`src/hdl/mxc_pkg.sv`:
```
// Shared constants of the multiplexed transfer channel
package mxc_pkg;
  // Clock and microsecond cycle
  localparam int unsigned CLK_PERIOD_PS = 10000;
  localparam int unsigned CYCLE_TIME_PS = 1000000;
  localparam int unsigned CYCLE_CLKS = CYCLE_TIME_PS / CLK_PERIOD_PS;
  localparam int unsigned CYCLE_CNT_W = 7;
  // Microsecond cycles per normal transfer, least per burst transfer
  localparam int unsigned NORMAL_XFER_CYCLES = 5;
  localparam int unsigned BURST_XFER_CYCLES = 3;
  // Stop command spacing after a last request, in microseconds
  localparam int unsigned STOP_GAP_US = 25;

  // Controllers and word sizes
  localparam int unsigned NUM_CTRL = 16;
  localparam int unsigned IDX_W = 4;
  localparam int unsigned WORD_W = 16;
  // Standard program level of controller 0 (levels 08 to 17 hex)
  localparam logic [7:0] LEVEL_BASE = 8'h08;
  // Word offsets inside a level's four executive page words
  localparam logic [15:0] ADDR_WORD_OFS = 16'h0001;
  localparam logic [15:0] MODE_WORD_OFS = 16'h0002;
  localparam int unsigned LEVEL_SHIFT = 2;

  // Mode/count word fields
  localparam int unsigned MODE_DIR_BIT = 15;
  localparam int unsigned MODE_BURST_BIT = 14;
  localparam int unsigned MODE_WORD_BIT = 13;
  localparam int unsigned COUNT_W = 13;
  localparam logic [COUNT_W-1:0] COUNT_MAX = 13'h1FFF;

  // Write queue entry: address, data, byte enables
  localparam int unsigned WQ_W = 34;
  localparam int unsigned WQ_DEPTH = 16;
  localparam logic [1:0] BE_WORD = 2'h3;
  localparam logic [1:0] BE_RIGHT = 2'h1;
  localparam logic [1:0] BE_LEFT = 2'h2;

  // Sequencer states
  typedef enum logic [3:0] {
    MXC_IDLE = 4'h0,
    MXC_RD_ADDR = 4'h1,
    MXC_RD_MODE = 4'h2,
    MXC_XFER = 4'h3,
    MXC_STORE = 4'h4,
    MXC_BWAIT = 4'h5,
    MXC_WB = 4'h6,
    MXC_IRQ = 4'h7
  } mxc_state_e;
endpackage

```
`src/hdl/mxc_fifo.sv`:
```
`timescale 1ns/1ps
`default_nettype none
// Small first-in first-out store with registered read data
module mxc_fifo #(
  parameter int unsigned WIDTH = 34,
  parameter int unsigned DEPTH = 16
) (
  input wire logic clk_sys,
  input wire logic resetn,
  input wire logic in_valid,
  output logic in_ready,
  input wire logic [WIDTH-1:0] in_data,
  output logic out_valid,
  input wire logic out_ready,
  output logic [WIDTH-1:0] out_data
);
  localparam int unsigned PW = $clog2(DEPTH);
  localparam int unsigned CW = $clog2(DEPTH + 1);
  localparam logic [CW-1:0] FULL_CNT = CW'(DEPTH);

  logic [WIDTH-1:0] mem_q [DEPTH];   // Storage array
  logic [PW-1:0] wptr_q;             // Write pointer
  logic [PW-1:0] rptr_q;             // Read pointer
  logic [CW-1:0] cnt_q;              // Words held in the array
  logic out_valid_q;                 // Output register holds a word
  logic [WIDTH-1:0] out_data_q;      // Output register

  // Push and pop decisions
  wire logic push = in_valid && in_ready;
  wire logic load = (cnt_q != '0) && (!out_valid_q || out_ready);

  assign in_ready = (cnt_q != FULL_CNT);
  assign out_valid = out_valid_q;
  assign out_data = out_data_q;

  // Array write, no reset needed
  always_ff @(posedge clk_sys) begin
    if (push) begin
      mem_q[wptr_q] <= in_data;
    end
  end

  // Pointers, fill count and output register
  always_ff @(posedge clk_sys) begin
    if (!resetn) begin
      wptr_q <= '0;
      rptr_q <= '0;
      cnt_q <= '0;
      out_valid_q <= 1'b0;
      out_data_q <= '0;
    end else begin
      if (push) begin
        wptr_q <= PW'(wptr_q + 1'b1);
      end
      if (load) begin
        rptr_q <= PW'(rptr_q + 1'b1);
        out_data_q <= mem_q[rptr_q];
        out_valid_q <= 1'b1;
      end else if (out_ready) begin
        out_valid_q <= 1'b0;
      end
      cnt_q <= CW'(cnt_q + {{(CW-1){1'b0}}, push} - {{(CW-1){1'b0}}, load});
    end
  end
endmodule // mxc_fifo
`default_nettype wire

```
`src/hdl/mxc_channel.sv`:
```
`timescale 1ns/1ps
`default_nettype none
// How it works
// - Stored words alone start nothing
// - Nonzero length request gets one transfer
// - Zero length request raises level interrupt
// - Normal transfer takes five microsecond cycles
// - Higher priority pending requests served first
// - Start within longest instruction plus cycle
// - Channel never flags overrun timing errors
// - Burst holds program execution until done
// - Burst three cycles, waits add microseconds
// - Missing acknowledge ends the record
// - Every transfer decrements length, advances address after word or right byte
// - Block length counts up to 8191
// - Byte parity picks half and address step
// - Normal writes back, burst holds words
// - Only count field decrements, mode kept
// - End of record requests level interrupt
module mxc_channel (
  input wire logic clk_sys,
  input wire logic resetn,
  // Service request pins of the sixteen controllers
  input wire logic [mxc_pkg::NUM_CTRL-1:0] srv_req,
  // Processor handshake
  output logic chan_idle_req,
  input wire logic cpu_idle_grant,
  output logic cpu_hold,
  output logic [mxc_pkg::NUM_CTRL-1:0] level_irq,
  // Memory read port
  output logic mem_rd_req,
  output logic [mxc_pkg::WORD_W-1:0] mem_rd_addr,
  input wire logic mem_rd_ack,
  input wire logic [mxc_pkg::WORD_W-1:0] mem_rd_data,
  // Memory write port fed from the write queue
  output logic mem_wr_valid,
  input wire logic mem_wr_ready,
  output logic [mxc_pkg::WORD_W-1:0] mem_wr_addr,
  output logic [mxc_pkg::WORD_W-1:0] mem_wr_data,
  output logic [1:0] mem_wr_be,
  // Programmed I/O bus side
  output logic [7:0] io_dev_addr,
  output logic io_xfer_strobe,
  output logic io_xfer_input,
  output logic [mxc_pkg::WORD_W-1:0] io_dout,
  output logic io_oe,
  input wire logic [mxc_pkg::WORD_W-1:0] io_din,
  input wire logic io_ack,
  // Status
  output logic chan_busy,
  output logic [mxc_pkg::IDX_W-1:0] chan_device
);
  import mxc_pkg::*;

  // Pin synchronisers
  logic [NUM_CTRL-1:0] req_m_q;
  logic [NUM_CTRL-1:0] req_s_q;
  logic ack_m_q;
  logic ack_s_q;
  logic [WORD_W-1:0] din_m_q;
  logic [WORD_W-1:0] din_s_q;

  // Microsecond divider
  logic [CYCLE_CNT_W-1:0] div_q;
  logic tick_us;

  // Sequencer
  mxc_state_e state_q;
  mxc_state_e state_d;
  logic op_done_q;                   // Work of the current cycle finished
  logic step_q;                      // Second write of the write back
  logic [IDX_W-1:0] dev_q;           // Device in service
  logic [NUM_CTRL-1:0] armed_q;      // Request seen low since last service
  logic [WORD_W-1:0] addr_q;         // Working transfer address word
  logic [WORD_W-1:0] mode_q;         // Working mode/count word
  logic [WORD_W-1:0] data_q;         // Data register
  logic acked_q;                     // Controller acknowledged transfer
  logic term_q;                      // Record ended by the controller
  logic rd_req_q;
  logic [WORD_W-1:0] rd_addr_q;
  logic [NUM_CTRL-1:0] irq_q;

  // Write queue port
  logic wq_valid;
  logic wq_ready;
  logic [WQ_W-1:0] wq_data;
  logic wq_out_valid;
  logic [WQ_W-1:0] wq_out_data;
  logic wq_empty_q;

  // Two flops on every pin from the controllers
  always_ff @(posedge clk_sys) begin
    if (!resetn) begin
      req_m_q <= '0;
      req_s_q <= '0;
      ack_m_q <= 1'b0;
      ack_s_q <= 1'b0;
      din_m_q <= '0;
      din_s_q <= '0;
    end else begin
      req_m_q <= srv_req;
      req_s_q <= req_m_q;
      ack_m_q <= io_ack;
      ack_s_q <= ack_m_q;
      din_m_q <= io_din;
      din_s_q <= din_m_q;
    end
  end

  // One microsecond machine cycle enable
  assign tick_us = (div_q == CYCLE_CNT_W'(CYCLE_CLKS - 1));
  always_ff @(posedge clk_sys) begin
    if (!resetn) begin
      div_q <= '0;
    end else if (tick_us) begin
      div_q <= '0;
    end else begin
      div_q <= CYCLE_CNT_W'(div_q + 1'b1);
    end
  end

  // A request counts only after it was low once since last service
  // nothing runs until a controller raises its request
  logic [NUM_CTRL-1:0] pend;
  logic [IDX_W-1:0] sel_idx;         // Highest priority pending controller
  logic take_any;                    // Service taken at this edge
  genvar gi;
  generate
    for (gi = 0; gi < NUM_CTRL; gi++) begin : g_arm
      assign pend[gi] = req_s_q[gi] && armed_q[gi];
      always_ff @(posedge clk_sys) begin
        if (!resetn) begin
          armed_q[gi] <= 1'b1;
        end else if (!req_s_q[gi]) begin
          armed_q[gi] <= 1'b1;
        end else if (take_any && sel_idx == IDX_W'(gi)) begin
          armed_q[gi] <= 1'b0;
        end
      end
    end
  endgenerate

  // Lowest index is highest relative priority
  always_comb begin
    sel_idx = '0;
    for (int i = NUM_CTRL - 1; i >= 0; i--) begin
      if (pend[i]) begin
        sel_idx = IDX_W'(i);
      end
    end
  end

  // Mode decode of the working mode/count word
  wire logic mode_in = mode_q[MODE_DIR_BIT];
  wire logic mode_burst = mode_q[MODE_BURST_BIT];
  wire logic mode_word = mode_q[MODE_WORD_BIT];
  wire logic [COUNT_W-1:0] count = mode_q[COUNT_W-1:0];
  wire logic byte_right = count[0];
  wire logic count_zero = (count == '0);

  // Service starts at the idle state the processor grants
  assign take_any = (state_q == MXC_IDLE) && cpu_idle_grant && (|pend);
  wire logic burst_next = (state_q == MXC_BWAIT) && pend[dev_q] && tick_us;

  // Level and executive page addresses of the device in service
  wire logic [7:0] level = 8'(LEVEL_BASE + {4'h0, dev_q});
  wire logic [WORD_W-1:0] page_base = WORD_W'({8'h00, level} << LEVEL_SHIFT);

  // Updated words after one request
  wire logic [WORD_W-1:0] addr_step = (mode_word || byte_right) ? 16'h0001 : 16'h0000;
  wire logic [WORD_W-1:0] addr_next = WORD_W'(addr_q + addr_step);
  wire logic [COUNT_W-1:0] count_next = COUNT_W'(count - 1'b1);
  wire logic [WORD_W-1:0] mode_next = {mode_q[WORD_W-1:COUNT_W], count_next};

  // Byte placement of input data and choice of output byte
  wire logic [7:0] in_byte = din_s_q[7:0];
  wire logic [WORD_W-1:0] in_word = mode_word ? din_s_q :
                                   (byte_right ? {8'h00, in_byte} : {in_byte, 8'h00});
  wire logic [1:0] in_be = mode_word ? BE_WORD : (byte_right ? BE_RIGHT : BE_LEFT);
  wire logic [WORD_W-1:0] out_word = (mode_word || byte_right) ? data_q :
                                    {8'h00, data_q[15:8]};

  // Which words go to the write queue in each state
  wire logic store_data = (state_q == MXC_STORE) && mode_in && acked_q && !op_done_q;
  wire logic wb_push = (state_q == MXC_WB) && !op_done_q;
  assign wq_valid = store_data || wb_push;
  assign wq_data = store_data ? {addr_q, in_word, in_be} :
                   (step_q ? {16'(page_base + MODE_WORD_OFS), mode_q, BE_WORD} :
                             {16'(page_base + ADDR_WORD_OFS), addr_q, BE_WORD});

  // Read of control words waits for queued writes to land
  wire logic rd_idle = !rd_req_q && wq_empty_q && !wq_out_valid;
  wire logic need_out_rd = (state_q == MXC_XFER) && !mode_in;

  // Next state; read, transfer, store and write back states end on a microsecond tick
  always_comb begin
    state_d = state_q;
    case (state_q)
      MXC_IDLE: begin
        if (take_any) begin
          state_d = MXC_RD_ADDR;
        end
      end
      MXC_RD_ADDR: begin
        if (op_done_q && tick_us) begin
          state_d = MXC_RD_MODE;
        end
      end
      MXC_RD_MODE: begin
        if (op_done_q && tick_us) begin
          state_d = count_zero ? MXC_IRQ : MXC_XFER;
        end
      end
      MXC_XFER: begin
        if (op_done_q && tick_us) begin
          state_d = MXC_STORE;
        end
      end
      MXC_STORE: begin
        if (op_done_q && tick_us) begin
          state_d = mode_burst ? MXC_BWAIT : MXC_WB;
        end
      end
      MXC_BWAIT: begin
        if (count_zero || term_q) begin
          state_d = MXC_WB;
        end else if (burst_next) begin
          state_d = MXC_XFER;
        end
      end
      MXC_WB: begin
        if (op_done_q && step_q && tick_us) begin
          state_d = (count_zero || term_q) ? MXC_IRQ : MXC_IDLE;
        end
      end
      MXC_IRQ: begin
        state_d = MXC_IDLE;
      end
      default: begin
        state_d = MXC_IDLE;
      end
    endcase
  end

  // State register and per state progress flags
  always_ff @(posedge clk_sys) begin
    if (!resetn) begin
      state_q <= MXC_IDLE;
      op_done_q <= 1'b0;
      step_q <= 1'b0;
    end else begin
      state_q <= state_d;
      if (state_d != state_q) begin
        op_done_q <= 1'b0;
        step_q <= 1'b0;
      end else if (state_q == MXC_WB && wq_ready && !op_done_q) begin
        step_q <= 1'b1;
        op_done_q <= step_q;
      end else if (state_q == MXC_STORE && (wq_ready || !store_data)) begin
        op_done_q <= 1'b1;
      end else if ((state_q == MXC_RD_ADDR || state_q == MXC_RD_MODE) && mem_rd_ack) begin
        op_done_q <= 1'b1;
      end else if (state_q == MXC_XFER && !need_out_rd) begin
        op_done_q <= 1'b1;
      end else if (state_q == MXC_XFER && mem_rd_ack) begin
        op_done_q <= 1'b1;
      end
    end
  end

  // Memory read requests for control words and output data
  always_ff @(posedge clk_sys) begin
    if (!resetn) begin
      rd_req_q <= 1'b0;
      rd_addr_q <= '0;
    end else if (mem_rd_ack) begin
      rd_req_q <= 1'b0;
    end else if (rd_idle && !op_done_q) begin
      if (state_q == MXC_RD_ADDR) begin
        rd_req_q <= 1'b1;
        rd_addr_q <= WORD_W'(page_base + ADDR_WORD_OFS);
      end else if (state_q == MXC_RD_MODE) begin
        rd_req_q <= 1'b1;
        rd_addr_q <= WORD_W'(page_base + MODE_WORD_OFS);
      end else if (need_out_rd) begin
        rd_req_q <= 1'b1;
        rd_addr_q <= addr_q;
      end
    end
  end

  // Working words, data register and termination
  always_ff @(posedge clk_sys) begin
    if (!resetn) begin
      dev_q <= '0;
      addr_q <= '0;
      mode_q <= '0;
      data_q <= '0;
      acked_q <= 1'b0;
      term_q <= 1'b0;
    end else begin
      if (take_any) begin
        dev_q <= sel_idx;
        term_q <= 1'b0;
      end
      if (mem_rd_ack && state_q == MXC_RD_ADDR) begin
        addr_q <= mem_rd_data;
      end
      if (mem_rd_ack && state_q == MXC_RD_MODE) begin
        mode_q <= mem_rd_data;
      end
      if (mem_rd_ack && state_q == MXC_XFER) begin
        data_q <= mem_rd_data;
      end
      if (state_q == MXC_XFER && tick_us && op_done_q) begin
        acked_q <= ack_s_q;
        term_q <= !ack_s_q;
      end
      // Address and count move even without acknowledge
      if (state_q == MXC_STORE && tick_us && op_done_q) begin
        addr_q <= addr_next;
        mode_q <= mode_next;
      end
    end
  end

  // Level interrupt pulse on zero length or ended record
  always_ff @(posedge clk_sys) begin
    if (!resetn) begin
      irq_q <= '0;
    end else begin
      irq_q <= '0;
      if (state_q == MXC_IRQ) begin
        irq_q[dev_q] <= 1'b1;
      end
    end
  end

  // Bus outputs registered; overrun is left to the controller
  logic strobe_q;
  logic oe_q;
  logic [WORD_W-1:0] dout_q;
  always_ff @(posedge clk_sys) begin
    if (!resetn) begin
      strobe_q <= 1'b0;
      oe_q <= 1'b0;
      dout_q <= '0;
    end else begin
      strobe_q <= (state_q == MXC_XFER) && op_done_q;
      oe_q <= (state_q == MXC_XFER) && op_done_q && !mode_in;
      dout_q <= out_word;
    end
  end

  // Empty flag of the write queue, tracked beside it
  logic [4:0] wq_cnt_q;
  always_ff @(posedge clk_sys) begin
    if (!resetn) begin
      wq_cnt_q <= '0;
      wq_empty_q <= 1'b1;
    end else begin
      wq_cnt_q <= 5'(wq_cnt_q + {4'h0, wq_valid && wq_ready}
                  - {4'h0, wq_out_valid && mem_wr_ready});
      wq_empty_q <= (5'(wq_cnt_q + {4'h0, wq_valid && wq_ready}
                  - {4'h0, wq_out_valid && mem_wr_ready}) == 5'h00);
    end
  end

  // Write queue toward memory; a stalled memory stalls the sequencer
  mxc_fifo #(
    .WIDTH(WQ_W),
    .DEPTH(WQ_DEPTH)
  ) u_wq (
    .clk_sys(clk_sys),
    .resetn(resetn),
    .in_valid(wq_valid),
    .in_ready(wq_ready),
    .in_data(wq_data),
    .out_valid(wq_out_valid),
    .out_ready(mem_wr_ready),
    .out_data(wq_out_data)
  );

  // Output assignments
  assign chan_idle_req = (state_q == MXC_IDLE) && (|pend);
  assign cpu_hold = mode_burst && (state_q == MXC_XFER || state_q == MXC_STORE
                    || state_q == MXC_BWAIT || (state_q == MXC_WB && mode_burst));
  assign level_irq = irq_q;
  assign mem_rd_req = rd_req_q;
  assign mem_rd_addr = rd_addr_q;
  assign mem_wr_valid = wq_out_valid;
  assign mem_wr_addr = wq_out_data[33:18];
  assign mem_wr_data = wq_out_data[17:2];
  assign mem_wr_be = wq_out_data[1:0];
  assign io_dev_addr = level;
  assign io_xfer_strobe = strobe_q;
  assign io_xfer_input = mode_in;
  assign io_dout = dout_q;
  assign io_oe = oe_q;
  assign chan_busy = (state_q != MXC_IDLE);
  assign chan_device = dev_q;
endmodule // mxc_channel
`default_nettype wire

```
`config.mk`:
```
export PLATFORM = sky130hd
export DESIGN_NAME = mxc_channel
export DESIGN_NICKNAME = d
export VERILOG_FILES = /design/src/hdl/mxc_pkg.sv /design/src/hdl/mxc_fifo.sv /design/src/hdl/mxc_channel.sv
export SDC_FILE = /design/constraint.sdc
export NUM_CORES = 1
export LEC_CHECK = 0
export BUFFER_PORTS_ARGS = -buffer_cell sky130_fd_sc_hd__buf_2
export CORE_AREA = 5 5 300 273
export CTS_BUF_LIST = sky130_fd_sc_hd__clkbuf_2
export DETAILED_ROUTE_END_ITERATION = 12
export DIE_AREA = 0 0 305 278
export GPL_ROUTABILITY_DRIVEN = 0
export PLACE_DENSITY = 0.64
export RECOVER_POWER = 50
export SYNTH_ARGS = -nofsm -noshare
export SYNTH_HDL_FRONTEND = slang
export SYNTH_HIERARCHICAL = 1
export SYNTH_SLANG_ARGS = --single-unit
```
`constraint.sdc`:
```
create_clock -name clk_sys -period 7.02 [get_ports clk_sys]
set_clock_uncertainty 0.2 [all_clocks]
set_input_delay 0.702 -clock clk_sys [delete_from_list [all_inputs] [get_ports clk_sys]]
set_output_delay 0.702 -clock clk_sys [all_outputs]
set_load 0.02 [all_outputs]
```
==> key figures, run 1 <==
Run status
  • Status: finished, violations left
  • Failing checks: max-capacitance violations, max-slew violations

Die
  • Starting Density: between 30% and 40%
  • Row count: 98
  • DIE AREA: 0.0848 sq mm
  • Die width: slightly above 300 um
  • Height of the die: 278 um
  • Ports: 156
  • Core area: 0.0786 sq mm

Finish
  • Commonest non-fill, non-tap cell in the layout: edfxtp_1
  • P&R area growth vs syn: 16.3%
  • Register area: 0.0214 sq mm
  • # fillers: 6,972
  • Most frequent cells in the layout: 544 x edfxtp_1, 290 x clkbuf_2, 251 x dfxtp_1, 158 x nand2_1, 153 x dlygate4sd3_1
  • Layout cells sized above 1: 23.0%
  • Final Non-Filler Cells: 3,643
  • Multi-input gate area: 0.00910 sq mm
  • Design Area, Final: 0.0361 sq mm
  • Nets@finish: 2,511

Drt
  • Vias per cell: 5.32
  • Vias: 19,364
  • # DRC: 0
  • Total Wirelength: just under 80,000 um
  • TritonRoute pass-1 iters: 6
  • DRT antenna net count: 0
  • Routed length per instance: roughly 22 um
  • Drt first-iter violations: 1,575

Global route
  • Met2 usage: between 20% and 30%
  • GRT overflow: 0
  • GRT Resource Usage Total: about 18%
  • Grt peak-use layer: met2
  • Met3 Usage GRT: 4.63%
  • Met1 Use GR: 24.3%
  • Largest net degree at the start of global routing: 88
  • Initial antenna violation count: 3
  • Vias in the first global route: ~20,000
  • First-pass GRT wire length: 119,000 um

Timing
  • Setup TNS: 0 ns
  • Worst-Margin Slew: 4.41 ns
  • Rel. slew slack: -194%
  • Final WS setup: around 1.6 ns
  • Max-slew violations: roughly 240
  • Hold WS: approximately 0.19 ns
  • Tcrit/Tclk final: approximately 78%
  • Final Hold Vio Count: 0
  • RSZ-0062 raised after global routing: false
  • Final Setup Violations: 0
  • Fmax: 184 MHz
  • Fin crit period: around 5.4 ns

Placed design
  • Setup slack at placement: 2.47 ns
  • HPWL Detailed: 48,500 um
  • Dpl cells: 3,139
  • Input/output buffers: 152
  • DP Area: 0.0330 sq mm

Critical path
  • CP Data Required Time: 8.10 ns
  • CP top delay family: buffers and inverters
  • Worst-path cell chain: clkbuf_1 > mux4_2 > mux2i_1 > nor2_1 > a221o_1
  • CP Launch Type: flop
  • Endpoint class of the critical path: flop
  • Crit path depth: 5
  • Worst Reg2Reg Path Length in Cells: 5
  • Buffers plus inverters on the worst setup path: 1
  • CP peak stage delay: 3.12 ns
  • Data arrival, critical path: between 6 and 7 ns
  • Register-to-register setup slack: 1.58 ns
  • Path type of the worst setup path: flop to flop
  • CP Max Fanout: slightly above 70
  • Slowest-stage cell, CP: clkbuf_1

Clock network
  • Clock Root Buffer: clkbuf_2
  • Clk sinks: 798
  • CTS tree: done
  • Post-CTS Setup Inserts: 0
  • Number of CTS-inserted buffers: 191
  • Clk slew on worst S/H paths: roughly 0.12 ns
  • Worst-Skew Late Latency: 1.41 ns
  • Total number of H-tree levels: 4
  • Max Buffers Root-to-Sink: 3

Synth
  • Flip-flop and latch count after synthesis: roughly 800
  • Netlist Area Pre-Place: 0.0311 sq mm
  • Dominant cell type by area after synthesis: edfxtp_1
  • Cell count after synthesis: 2,024
  • Ys flop type: edfxtp_1
  • Sequential fraction of the synthesis area: 68.9%
  • Synthesis Warnings: 6
  • Async SR Flop Fraction: 0%
  • Avg Inst Size Synth: 15.4 sq um
  • Yosys top cell area share: 52.6%
  • Top area cells in the synthesized netlist: edfxtp_1 53%, dfxtp_1 16%, mux4_2 10%, nand2_1 1.9%, mux2i_1 1.8%
  • Post-synthesis cell type count: 75
  • Number of flops mapped to enable cells by yosys: 544

Power
  • Lkg Pwr: 12.4 nW
  • Power Dens Cells: approximately 280 mW/mm^2
  • Maximum vdd drop: roughly 0.2 mV

Hold path
  • Hold Crit Depth: 1
  • Worst Hold Class: flop to flop

Job
  • Max Cap Viol: 3
## path summary, 6_finish.rpt
path / startpoint / end
setup / recovery: u_wq/rptr_q[1] / u_wq/out_data[9]
hold / removal: req_s_q[9] / armed_q[9]
setup reg to reg: u_wq/rptr_q[1] / u_wq/out_data[9]
hold reg to reg: req_s_q[9] / armed_q[9]
## power by group
| group | internal, mW | switching (mW) | total (mW) |
|---|---|---|---|
| logic | 0.820 | 0.889 | 1.71 |
| registers | 5.10 | 0.157 | 5.26 |
| clock network | 1.23 | 1.86 | 3.08 |
## Yosys cell counts (10+ instances only)
cell	count
ha_1	20
buf_1	11
mux4_2	139
a221oi_1	12
and3_1	19
mux2i_1	56
inv_1	35
a211oi_1	10
o21ai_0	34
buf_2	26
nor2_1	138
mux2_2	34
xnor2_1	12
a21oi_1	96
nand2_1	158
nand3_1	53
a221o_1	36
edfxtp_1	544
and2_1	87
clkbuf_1	69
nor3_1	17
dfxtp_1	254
## metal layers
metal  up-vias  part of all wire (%)
li1       8689                     -
met1      9674                    41
met2       832                    47
met3       167                   8.2
met4         2                   3.2
met5         -                 0.017
## worst register-to-register path, delay by kind of cell (launching register included)
kind / cells / cell delay (ns)
flops: 1 / 0.57
buf+inv: 1 / 3.12
simple gates: 1 / 0.33
mux: 2 / 0.99
compound gates: 1 / 0.16
## repair_timing
| item | CTS | global route |
|---|---|---|
| hold buffers | 153 | 0 |
| hold endpoints to repair | 207 | 0 |
| resized for setup | 0 | 0 |
## flip-flops by register name (all words and copies together), names as in the netlist, 5 cells and up
name / count
req_m_q: 16
req_s_q: 16
data_q: 16
div_q: 7
io_dout: 16
din_s_q: 16
addr_q: 16
u_wq/mem_q: 544
level_irq: 16
din_m_q: 16
mode_q: 16
armed_q: 16
u_wq/out_data: 34
mem_rd_addr: 16
wq_cnt_q: 5
u_wq/cnt_q: 5
## layout make-up
cell class,count,area share (%)
antenna,1,0.00692
clock buffer,289,4.00
clock inverter,61,1.01
inverter,36,0.374
multi-input combinational,1073,25.2
sequential,798,59.3
tap,1050,3.64
timing repair buffer,335,6.50
## per-stage QoR
step	utilization, %	power [mW]
6_report	46.0	10.1
5_1_grt	46.0	10.6
4_1_cts	46.2	10.2
3_5_place_dp	42.0	7.02
3_3_place_gp	42.0	6.99
2_1_floorplan	-	6.56
## cell families (layout without fill, tap and decap cells)
family | count (synthesis) | after routing | share of synthesized area [%]
AOI/OAI and AO/OA | 251 | 251 | 5.41
other | 1 | 5 | 0.0121
and+or+nand+nor | 546 | 546 | 8.78
muxes | 229 | 229 | 13.1
adders and majority gates | 22 | 22 | 0.934
buffers and inverters | 156 | 721 | 2.22
xor gates and xnor gates | 21 | 21 | 0.592
DFF | 798 | 798 | 68.9
(Power assumes the default switching activity.)
==> inputs of run 2 (changes only) <==
--- a/config.mk
+++ b/config.mk
@@ -11,7 +11,7 @@
 export DETAILED_ROUTE_END_ITERATION = 12
 export DIE_AREA = 0 0 305 278
 export GPL_ROUTABILITY_DRIVEN = 0
-export PLACE_DENSITY = 0.64
+export PLACE_DENSITY = 0.66
 export RECOVER_POWER = 50
 export SYNTH_ARGS = -nofsm -noshare
 export SYNTH_HDL_FRONTEND = slang
==> constraint.sdc (replaced) <==
create_clock -name clk_sys -period 4.8 [get_ports clk_sys]
set_clock_uncertainty 0.2 [all_clocks]
set_input_delay 0.48 -clock clk_sys [delete_from_list [all_inputs] [get_ports clk_sys]]
set_output_delay 0.48 -clock clk_sys [all_outputs]
set_load 0.02 [all_outputs]
==> key figures, run 2 (synthesized netlist as in run 1, its figures left out) <==
Die
  • DIE AREA: 0.0848 sq mm (unchanged)
  • Row count: 98 (unchanged)
  • Ports: 156 (unchanged)
  • Core area: 0.0786 sq mm (unchanged)
  • Starting Density: 39.5% (unchanged)
  • Height of the die: 278 um (unchanged)
  • Die width: 305 um (unchanged)

Critical path
  • Worst-path cell chain: clkbuf_2 > mux4_2 > mux2_1 > a221o_1
  • CP peak stage delay: 2.27 ns (-0.85 ns)
  • CP Launch Type: flop
  • Data arrival, critical path: 5.51 ns (-1.01 ns)
  • Endpoint class of the critical path: flop
  • Buffers plus inverters on the worst setup path: 1 (unchanged)
  • CP Max Fanout: 55 (-23%)
  • CP Data Required Time: 5.88 ns (-2.22 ns)
  • Path type of the worst setup path: flop to flop
  • CP top delay family: flip-flops
  • Slowest-stage cell, CP: dfxtp_1

Global route
  • Met1 Use GR: 24.2% (-0.027 points)
  • Met3 Usage GRT: 4.84% (+0.21 points)
  • GRT overflow: 0 (unchanged)
  • Initial antenna violation count: 3 (unchanged)
  • First-pass GRT wire length: 120,000 um (+0.73%)
  • Grt peak-use layer: met2
  • Met2 usage: 29.5% (+0.77 points)
  • GRT Resource Usage Total: 18.3% (+0.12 points)
  • Vias in the first global route: 19,891 (-0.29%)
  • Largest net degree at the start of global routing: 67 (-24%)

Clock network
  • Clk slew on worst S/H paths: 0.10 ns (-0.02 ns)
  • Total number of H-tree levels: 4 (unchanged)
  • Max Buffers Root-to-Sink: 3 (unchanged)
  • CTS tree: done
  • Post-CTS Setup Inserts: 0 (unchanged)
  • Post-CTS Resized: 0 (unchanged)
  • Number of CTS-inserted buffers: 191 (unchanged)
  • Clk sinks: 798 (unchanged)
  • Worst-Skew Late Latency: 1.34 ns (-0.07 ns)
  • Clock Root Buffer: clkbuf_2
  • CTS Hold Bufs: 151 (-1.3%)

Timing
  • RSZ-0062 raised after global routing: false
  • Setup TNS: 0 ns (unchanged)
  • Final Setup Violations: 0 (unchanged)
  • Final Hold Vio Count: 0 (unchanged)
  • Rel. slew slack: -91.6% (+100 points)
  • Hold WS: 0.200 ns (+0.0106 ns)
  • Tcrit/Tclk final: 92.3% (+15 points)
  • Fin crit period: 4.43 ns (-1.01 ns)
  • Worst-Margin Slew: 2.87 ns (-1.54 ns)
  • Max-slew violations: 118 (-50%)
  • Fmax: 226 MHz (+23%)
  • Final WS setup: 0.371 ns (-1.21 ns)

Drt
  • DRT antenna net count: 0 (unchanged)
  • Total Wirelength: 78,800 um (+0.42%)
  • Vias: 19,488 (+0.64%)
  • Vias per cell: 5.32 (about the same)
  • TritonRoute pass-1 iters: 6 (unchanged)
  • # DRC: 0 (unchanged)
  • Drt first-iter violations: 1,823 (+16%)
  • Routed length per instance: 21.5 um (-0.12%)

Finish
  • Max reg flops: 544 (unchanged)
  • Commonest non-fill, non-tap cell in the layout: edfxtp_1
  • Top reg by flops: u_wq/mem_q
  • Multi-input gate area: 0.00907 sq mm (-0.29%)
  • Most frequent cells in the layout: 544 x edfxtp_1, 302 x clkbuf_2, 252 x dfxtp_1, 158 x nand2_1, 151 x dlygate4sd3_1
  • Layout cells sized above 1: 23.8% (+0.83 points)
  • Register area: 0.0214 sq mm (about the same)
  • P&R area growth vs syn: 16.9%
  • Nets@finish: 2,535 (+0.96%)
  • # fillers: 6,827 (-2.1%)

Run status
  • Status: finished, violations left
  • Failing checks: max-capacitance violations, max-slew violations

Power
  • Power Dens Cells: 403 mW/mm^2 (+45%)
  • Maximum vdd drop: 0.235 mV (+18%)
  • Cell-internal power: 10.4 mW (+46%)
  • Comb power frac: 16.3% (-0.7 points)
  • Lkg Pwr: 12.6 nW (+1.3%)
  • Clock power share: 30.6% (about the same)
  • Switching power: 4.20 mW (+45%)
  • Sw Ratio: 28.7% (-0.20 points)
  • Pwr Total: 14.6 mW (+46%)
  • Reg power frac: 53.2% (+0.9 points)

Hold path
  • Worst Hold Class: flop to flop

Placed design
  • HPWL Detailed: 49,500 um (+2.1%)
  • Setup slack at placement: 0.613 ns (-1.86 ns)
  • Input/output buffers: 152 (unchanged)

Job
  • Max Cap Viol: 3 (unchanged)
-- run 2: final cells by class --
class	instances	area share, %
antenna	6	0.0413
clock buffer	294	4.05
clock inverter	47	0.861
inverter	36	0.372
multi-input combinational	1073	25.0
sequential	798	59.0
tap	1050	3.62
timing repair buffer	359	7.07
-- run 2: power by group through the flow --
| stage | clock [mW] | combinational, mW | sequential [mW] |
|---|---|---|---|
| finish | 4.47 | 2.39 | 7.78 |
| global route | 5.04 | 2.58 | 7.83 |
| CTS | 4.62 | 2.43 | 7.79 |
| detailed placement | 0 | 2.33 | 7.95 |
| global placement | 0 | 2.29 | 7.94 |
| floorplan | 0 | 1.77 | 7.82 |
-- run 2: metal layers --
layer	up-vias	wire, um
li1	8735	-
met1	9725	32900
met2	876	37700
met3	152	6140
met4	0	2100
met5	-	0
-- run 2: final timing paths --
check,slack [ns],end,startpoint,depth (start not counted)
max,0.37,u_wq/out_data[4],u_wq/rptr_q[1],4
min,0.20,armed_q[9],req_s_q[9],1
max reg2reg,0.37,u_wq/out_data[4],u_wq/rptr_q[1],4
min reg2reg,0.20,armed_q[9],req_s_q[9],1
-- run 2: metrics by stage --
step	instances	util, %	area (sq um)
after detailed placement	3164	42.3	33200
after floorplan	2027	-	31100
after CTS	3656	46.5	36500
after global placement	3164	42.3	33200
after global routing	3662	46.2	36300
final	3663	46.2	36300
